**config.mk**
```make
export PLATFORM = sky130hd
export DESIGN_NAME = sig_device_flat
export DESIGN_NICKNAME = d
export VERILOG_FILES = /design/src/rtl/sig_pkg.sv /design/src/rtl/spi_link_if.sv /design/src/rtl/sig_device.sv /design/src/flat_wrapper.sv
export SDC_FILE = /design/constraint.sdc
export NUM_CORES = 1
export LEC_CHECK = 0
export BUFFER_PORTS_ARGS = -buffer_cell sky130_fd_sc_hd__buf_2
export CORE_UTILIZATION = 30
export CTS_CLUSTER_SIZE = 30
export DETAILED_ROUTE_END_ITERATION = 12
export PLACE_DENSITY = 0.5
export SYNTH_ARGS = -nofsm -noshare
export SYNTH_HDL_FRONTEND = slang
export SYNTH_SLANG_ARGS = --single-unit
```
**constraint.sdc**
```tcl
create_clock -name clk_in -period 5.6 [get_ports clk_in]
set_clock_uncertainty 0.2 [all_clocks]
set_input_delay 0.56 -clock clk_in [delete_from_list [all_inputs] [get_ports clk_in]]
set_output_delay 0.56 -clock clk_in [all_outputs]
set_load 0.03 [all_outputs]
```
**src/rtl/sig_pkg.sv**
```systemverilog
// Purpose: shared constants for the signature / protect / power-up link
// Assumes: 25 MHz system clock on both ends
// Notes: opcode values and delay figures are plain defaults
package sig_pkg;
	// system clock period in ns
	localparam int CLK_NS = 40;
	// instruction opcodes (plain defaults)
	localparam logic [7:0] RELEASE_SIGNATURE_OP = 8'hAB;
	localparam logic [7:0] SOFT_PROTECT_OP = 8'hB9;
	localparam logic [7:0] DEEP_POWERDOWN_OP = 8'hB1;
	// signature value, arbitrary
	localparam logic [7:0] SIGNATURE_VAL = 8'h5A;
	// dummy bytes after the release opcode
	localparam int DUMMY_BYTES = 3;
	localparam logic [5:0] SIG_START_BIT = 6'h20;
	// delays, in their own units
	localparam int RELEASE_DELAY_NS = 3000;
	localparam int PROTECT_ENTRY_DELAY_NS = 3000;
	localparam int POWERUP_DELAY_US = 2000;
	// cycle counts: least times round up, longest round down
	localparam int RELEASE_CYC = RELEASE_DELAY_NS / CLK_NS;
	localparam int PROTECT_CYC = (PROTECT_ENTRY_DELAY_NS + CLK_NS - 1) / CLK_NS;
	localparam int POWERUP_CYC = (POWERUP_DELAY_US * 1000 + CLK_NS - 1) / CLK_NS;
	// host serial clock divider: half period in system cycles
	localparam logic [3:0] SCK_HALF = 4'h4;
	// device operating modes
	typedef enum logic [1:0] {
		MODE_STANDBY = 2'b00,
		MODE_PROTECT = 2'b01,
		MODE_RELEASING = 2'b10,
		MODE_ENTERING = 2'b11
	} mode_e;
	// host sequencer states
	typedef enum logic [1:0] {
		H_IDLE = 2'b00,
		H_SHIFT = 2'b01,
		H_GAP = 2'b10
	} host_e;
endpackage

```
**src/rtl/spi_link_if.sv**
```systemverilog
// Purpose: serial link between host and device
// Assumes: chip select and clock driven by host only
// Notes: so has an output enable, active low
`timescale 1ns/1ps
interface spi_link_if;
	logic chip_select_n; // select, active low
	logic sck; // serial clock
	logic si; // host to device data
	logic so_o; // device data out
	logic so_oe_n; // device drives so when low
	logic so; // resolved so level
	assign so = so_oe_n ? 1'b1 : so_o;
	modport host(output chip_select_n, output sck, output si, input so);
	modport dev(input chip_select_n, input sck, input si,
		output so_o, output so_oe_n);
endinterface

```
**src/rtl/sig_device.sv**
```systemverilog
// Purpose: device end: release, signature, soft protect, power-up lockout
// Assumes: spi mode 0, host makes sck, busy_in from self-timed engine
// Notes: all link pins pass two flip-flops before use
//
// Functional notes
// - in protect mode only release opcode acts
// - release ignored while busy cycle runs
// - select low, opcode sampled on rising sck
// - early deselect after opcode still releases
// - standby entered only after release delay
// - host keeps select high for release delay
// - signature returned whether protected or not
// - three dummy bytes sampled and ignored
// - signature shifted out on falling sck
// - signature repeats while clocks continue
// - deselect after signature ends instruction
// - host waits power-up delay before selecting
// - power-on reset holds all logic
// - instructions ignored until power-up delay expires
// - reset leaves standby, write enable cleared
// - host waits power-up before write commands
// - protect acts only if deselect after exactly eight bits
// - deep power-down opcode same as protect
// - busy flag high while self-timed cycle runs
`timescale 1ns/1ps
module sig_device
	import sig_pkg::*;
(
	input wire logic clk_in,
	input wire logic rstn_in, // power-on reset, active low
	spi_link_if.dev link,
	input wire logic busy_in, // self-timed cycle running
	input wire logic wel_set_in, // write enable set pulse
	output logic busy_flag_out,
	output logic write_enable_latch_out,
	output logic soft_protect_mode_out,
	output logic ready_out // power-up delay done
);
	// synchronisers for the link pins
	logic [1:0] cs_s_q, sck_s_q, si_s_q;
	logic sck_prev_q, cs_prev_q;
	logic cs_n, sck, si, rise, fall, cs_rise;
	mode_e mode_q;
	logic [5:0] bitcnt_q; // bits taken this frame
	logic [7:0] opcode_q; // opcode shift
	logic is_release_q; // frame holds a release opcode
	logic drop_q; // frame is discarded
	logic [2:0] sig_idx_q; // signature bit index
	logic so_q, so_en_q;
	logic [16:0] delay_q; // release / entry counter
	logic [16:0] pu_q; // power-up counter
	logic pu_done;

	// two flip-flop capture of pins
	always_ff @(posedge clk_in or negedge rstn_in) begin
		if (!rstn_in) begin
			cs_s_q <= 2'h3;
			sck_s_q <= 2'h0;
			si_s_q <= 2'h0;
		end else begin
			cs_s_q <= {cs_s_q[0], link.chip_select_n};
			sck_s_q <= {sck_s_q[0], link.sck};
			si_s_q <= {si_s_q[0], link.si};
		end
	end
	assign cs_n = cs_s_q[1];
	assign sck = sck_s_q[1];
	assign si = si_s_q[1];

	// edge history
	always_ff @(posedge clk_in or negedge rstn_in) begin
		if (!rstn_in) begin
			sck_prev_q <= 1'b0;
			cs_prev_q <= 1'b1;
		end else begin
			sck_prev_q <= sck;
			cs_prev_q <= cs_n;
		end
	end
	assign rise = !cs_n && sck && !sck_prev_q;
	assign fall = !cs_n && !sck && sck_prev_q;
	assign cs_rise = cs_n && !cs_prev_q;

	// power-up lockout counter
	always_ff @(posedge clk_in or negedge rstn_in) begin
		if (!rstn_in) begin
			pu_q <= 17'(POWERUP_CYC);
		end else if (pu_q != 17'h0) begin
			pu_q <= pu_q - 17'h1;
		end
	end
	assign pu_done = (pu_q == 17'h0);
	assign ready_out = pu_done;

	// bit counter and opcode capture
	always_ff @(posedge clk_in or negedge rstn_in) begin
		if (!rstn_in) begin
			bitcnt_q <= 6'h0;
			opcode_q <= 8'h0;
			drop_q <= 1'b0;
			is_release_q <= 1'b0;
		end else if (cs_n) begin
			bitcnt_q <= 6'h0;
			drop_q <= 1'b0;
			is_release_q <= 1'b0;
		end else if (rise) begin
			// frame starting too early or mid-delay is dropped
			if (bitcnt_q == 6'h0 && (!pu_done || mode_q[1])) begin
				drop_q <= 1'b1;
			end
			if (bitcnt_q < SIG_START_BIT) begin
				bitcnt_q <= bitcnt_q + 6'h1;
			end
			if (bitcnt_q < 6'h8) begin
				opcode_q <= {opcode_q[6:0], si};
			end
			if (bitcnt_q == 6'h7 && !drop_q && !busy_in &&
				{opcode_q[6:0], si} == RELEASE_SIGNATURE_OP) begin
				is_release_q <= 1'b1;
			end
		end
	end

	// signature shifter, launched on falling sck
	always_ff @(posedge clk_in or negedge rstn_in) begin
		if (!rstn_in) begin
			sig_idx_q <= 3'h7;
			so_q <= 1'b0;
			so_en_q <= 1'b0;
		end else if (cs_n) begin
			sig_idx_q <= 3'h7;
			so_en_q <= 1'b0;
		end else if (fall && is_release_q && bitcnt_q == SIG_START_BIT) begin
			so_en_q <= 1'b1;
			so_q <= SIGNATURE_VAL[sig_idx_q];
			sig_idx_q <= sig_idx_q - 3'h1; // wraps: repeat
		end
	end
	assign link.so_o = so_q;
	assign link.so_oe_n = !so_en_q;

	// mode machine with release and entry delays
	always_ff @(posedge clk_in or negedge rstn_in) begin
		if (!rstn_in) begin
			mode_q <= MODE_STANDBY;
			delay_q <= 17'h0;
		end else begin
			case (mode_q)
				MODE_STANDBY, MODE_PROTECT: begin
					if (cs_rise && is_release_q) begin
						// any deselect after opcode releases
						mode_q <= MODE_RELEASING;
						delay_q <= 17'(RELEASE_CYC);
					end else if (cs_rise && !drop_q && !busy_in &&
						mode_q == MODE_STANDBY && bitcnt_q == 6'h8 &&
						(opcode_q == SOFT_PROTECT_OP ||
						opcode_q == DEEP_POWERDOWN_OP)) begin
						mode_q <= MODE_ENTERING;
						delay_q <= 17'(PROTECT_CYC);
					end
					// other opcodes in protect mode fall away
				end
				MODE_RELEASING: begin
					if (delay_q == 17'h0) begin
						mode_q <= MODE_STANDBY;
					end else begin
						delay_q <= delay_q - 17'h1;
					end
				end
				MODE_ENTERING: begin
					if (delay_q == 17'h0) begin
						mode_q <= MODE_PROTECT;
					end else begin
						delay_q <= delay_q - 17'h1;
					end
				end
				default: begin
					mode_q <= MODE_STANDBY;
				end
			endcase
		end
	end
	assign soft_protect_mode_out = (mode_q == MODE_PROTECT);

	// write enable latch, cleared at reset and end of busy cycle
	always_ff @(posedge clk_in or negedge rstn_in) begin
		if (!rstn_in) begin
			write_enable_latch_out <= 1'b0;
		end else if (wel_set_in && pu_done && mode_q == MODE_STANDBY) begin
			write_enable_latch_out <= 1'b1;
		end else if (busy_flag_out && !busy_in) begin
			write_enable_latch_out <= 1'b0;
		end
	end

	// busy flag mirrors the self-timed engine
	always_ff @(posedge clk_in or negedge rstn_in) begin
		if (!rstn_in) begin
			busy_flag_out <= 1'b0;
		end else begin
			busy_flag_out <= busy_in;
		end
	end
endmodule

```
**src/flat_wrapper.sv**
```systemverilog
// flat-port wrapper written by rule: the top's interface ports become plain ports
module sig_device_flat import sig_pkg::*;
  (clk_in, rstn_in, busy_in, wel_set_in, busy_flag_out, write_enable_latch_out, soft_protect_mode_out, ready_out, link_chip_select_n, link_sck, link_si, link_so_o, link_so_oe_n);
  spi_link_if link_i ();
  input wire logic clk_in;
  input wire logic rstn_in;
  input wire logic busy_in;
  input wire logic wel_set_in;
  output logic busy_flag_out;
  output logic write_enable_latch_out;
  output logic soft_protect_mode_out;
  output logic ready_out;
  input wire logic [$bits(link_i.chip_select_n)-1:0] link_chip_select_n;
  input wire logic [$bits(link_i.sck)-1:0] link_sck;
  input wire logic [$bits(link_i.si)-1:0] link_si;
  output wire logic [$bits(link_i.so_o)-1:0] link_so_o;
  output wire logic [$bits(link_i.so_oe_n)-1:0] link_so_oe_n;
  assign link_i.chip_select_n = link_chip_select_n;
  assign link_i.sck = link_sck;
  assign link_i.si = link_si;
  assign link_so_o = link_i.so_o;
  assign link_so_oe_n = link_i.so_oe_n;
  sig_device u_core (.clk_in(clk_in), .rstn_in(rstn_in), .link(link_i), .busy_in(busy_in), .wel_set_in(wel_set_in), .busy_flag_out(busy_flag_out), .write_enable_latch_out(write_enable_latch_out), .soft_protect_mode_out(soft_protect_mode_out), .ready_out(ready_out));
endmodule
```
==> results.py <==
metrics = {
    "setup_path": {
        "reg2reg_from": "u_core.delay_q[0]",
        "cp_num_buf_inv": 1,
        "crit_chain": "nor4_1 > nor2b_1 > and4_1 > buf_2",
        "worstSetupPathType": "flip-flop to output port",
        "rr_endpoint": "u_core.delay_q[4]",
        "slowest_stage": "nor2b_1",
        "critical_path.max_fanout": 11,
        "crit_family": "simple AND/OR/NAND/NOR gates",
        "rrSetupSlack_ps": 2730,
        "worstRegToRegCells": 6,
        "cp-start-kind": "flip-flop",
        "cp.required_ps": 4840,
        "crit_arrival_ps": 2470,
        "critPathMaxStageDelay_ps": 610,
        "end_kind": "output port",
    },
    "clocking": {
        "cts.sinks": 67,
        "cts_max_level": 3,
        "clkTransAtPathRegs_ps": 80,
        "cts_tree": "done",
        "numCtsBuffers": 9,
        "cts_resized": 0,
        "postCtsSetupRepairBufs": 0,
        "hold_buffers": 0,
        "cts-root-buf": "clkbuf_8",
        "clock_path_buffers": 2,
        "insertion_delay_ps": 350,
    },
    "drt": {
        "num_vias": 2422,
        "first_pass_iters": 8,
        "vias_per_cell": 5.15,
        "route.final.wire_length_um": 6700,
        "drc": 2,
        "drt_iter0_drc": 171,
        "ant_nets": 0,
        "wl_per_cell_um": 14.3,
    },
    "layout": {
        "antenna_cells": 0,
        "design_area_um2": 3730,
        "final_util_pct": 34.4,
        "mostFrequentLayoutCell": "dfrtp_1",
        "layout_common_cells": "dfrtp_1, nor2_1, nor3_1",
        "layout-drive-gt1-share_pct": 17.6,
        "nNetsFinal": 338,
        "syn2layout_area_growth_pct": 11.5,
    },
    "min_path": {
        "hold_start": "link_chip_select_n",
        "hold_class": "input pin to flip-flop",
        "hold_end": "u_core.cs_s_q[0]",
        "min_path_cells": 1,
    },
    "floorplan": {
        "coreArea_um2": 10800,
        "fp.dieW_um": 108,
        "dieArea_um2": 11600,
        "rows": 38,
        "io_pins": 13,
        "die_h_um": 108,
        "initial_core_util_pct": 30.9,
    },
    "synthesis": {
        "syn_nets": 328,
        "synth_area_um2": 3340,
        "yosys_warnings": 0,
        "ys_types": 57,
        "yosys_register_bits": 67,
        "synthCells": 315,
        "synth_edf_count": 0,
        "syn_area_per_cell_um2": 10.6,
        "synthFlopType": "dfrtp_1",
        "yosysSeqAreaShare_pct": 50.6,
        "async_flop_share_pct": 100,
    },
    "status": {
        "violations": "design-rule violations",
        "status": "finished with violations",
    },
    "timing": {
        "maxClockFrequency_ghz": 0.309,
        "fin_crit_ps": 3230,
        "finalHoldViolCount": 0,
        "finalSetupViolations": 0,
        "slew-limit-headroom_pct": 42.9,
        "setup_tns_ps": 0,
        "finalCritPeriodShare_pct": 57.7,
        "finalMaxSlewViolations": 0,
        "rsz0062_at_grt": "false",
        "worstMarginPinSlew_ps": 848,
    },
    "global_routing": {
        "grt_pass1_vias": 2401,
        "grt_max_degree": 68,
        "grt_pass1_wl_um": 11700,
        "track_usage_pct": 13.1,
        "overflow": 0,
        "antenna_found_initial": 0,
    },
    "pwr": {
        "pwr_density_cell_nw_per_um2": 272,
        "p_leak_nw": 1.55,
        "vdd_ir_drop_max_uv": 170,
    },
    "placed_design": {
        "dpl.hpwl_um": 4460,
        "io_buffers": 12,
        "gp_congestion": 0.757,
        "place_area_um2": 3520,
    },
    "flow_run": {
        "cap_violations": 0,
    },
}
## cells in the mapped netlist (all sizes together) (6+ instances only)
library cell  number  area [um^2]
a221o              8         80.1
clkbuf            10         37.5
dfrtp             55         1380
dfstp             12          315
ha                 6         75.1
inv               15         56.3
mux2              10          113
nand2             14         52.6
nand2b             6         37.5
nand3             12         60.1
nand4             14         87.6
nor2              31          116
nor3              16         80.1
nor4               7         50.1
o311a              6         60.1
or4                7         56.3
xnor2             14          123
## logic make-up (layout without fill, tap and decap cells)
kind of cell | after synthesis | in the layout | share of synthesized area [%]
flops | 67 | 67 | 50.6
xor+xnor | 18 | 18 | 4.71
simple gates | 135 | 135 | 22.7
mux | 11 | 11 | 3.67
compound gates | 49 | 49 | 12.3
buf+inv | 29 | 44 | 3.74
fa+ha+maj | 6 | 6 | 2.24
## cell type report
type | instances | area [um^2]
Multi-Input combinational cell | 219 | 1530
Clock buffer | 10 | 138
Clock inverter | 6 | 72.6
Inverter | 15 | 56.3
Timing Repair Buffer | 13 | 67.6
Tap cell | 140 | 175
Fill cell | 1127 | 7110
Sequential cell | 67 | 1690
## how the worst max path moves through the flow
stage,startpoint,to,slack [ps],depth (start not counted)
2_1_floorplan,u_core.delay_q[0],u_core.delay_q[4],3090,6
3_3_place_gp,u_core.delay_q[0],u_core.delay_q[2],2820,6
3_5_place_dp,u_core.delay_q[0],u_core.delay_q[4],2740,6
4_1_cts,u_core.pu_q[3],ready_out,2350,4
5_1_grt,u_core.pu_q[3],ready_out,2150,4
6_report,u_core.pu_q[3],ready_out,2370,4
## registers in the layout, summed over array words and instances (netlist names), 2 cells and up, named ones only
signal and cells:
u_core.sck_s_q 2, u_core.si_s_q 2, u_core.pu_q 17, u_core.cs_s_q 2
u_core.delay_q 17, u_core.bitcnt_q 6, u_core.sig_idx_q 3, u_core.opcode_q 8
## routing by layer
layer  share of wire (%)  wire length, um  up-vias  global-route usage, %
li1                    -                -     1193                      -
met1                  49             3280     1175                   18.0
met2                  46             3080       47                   19.3
met3                 3.8              253        7                   4.00
met4                 1.3               84        0                   4.70
met5                   0                0        -                      0
## through the flow
step                power, mW  cells  worst slack (ps)  hold slack [ps]
finish                   1.01    470              2370              107
global route             1.07    470              2150             79.8
floorplan               0.574    315              3090             64.4
detailed placement      0.602    454              2740              135
global placement        0.600    454              2820              133
CTS                      1.04    470              2350             84.1
## where the power goes
part	switching, mW	internal (mW)	total [mW]
Clock	0.200	0.222	0.422
Combinational	0.0258	0.0278	0.0535
Sequential	0.0240	0.513	0.537
Total	0.250	0.763	1.01
No activity file was read; power rests on OpenSTA's default activity.
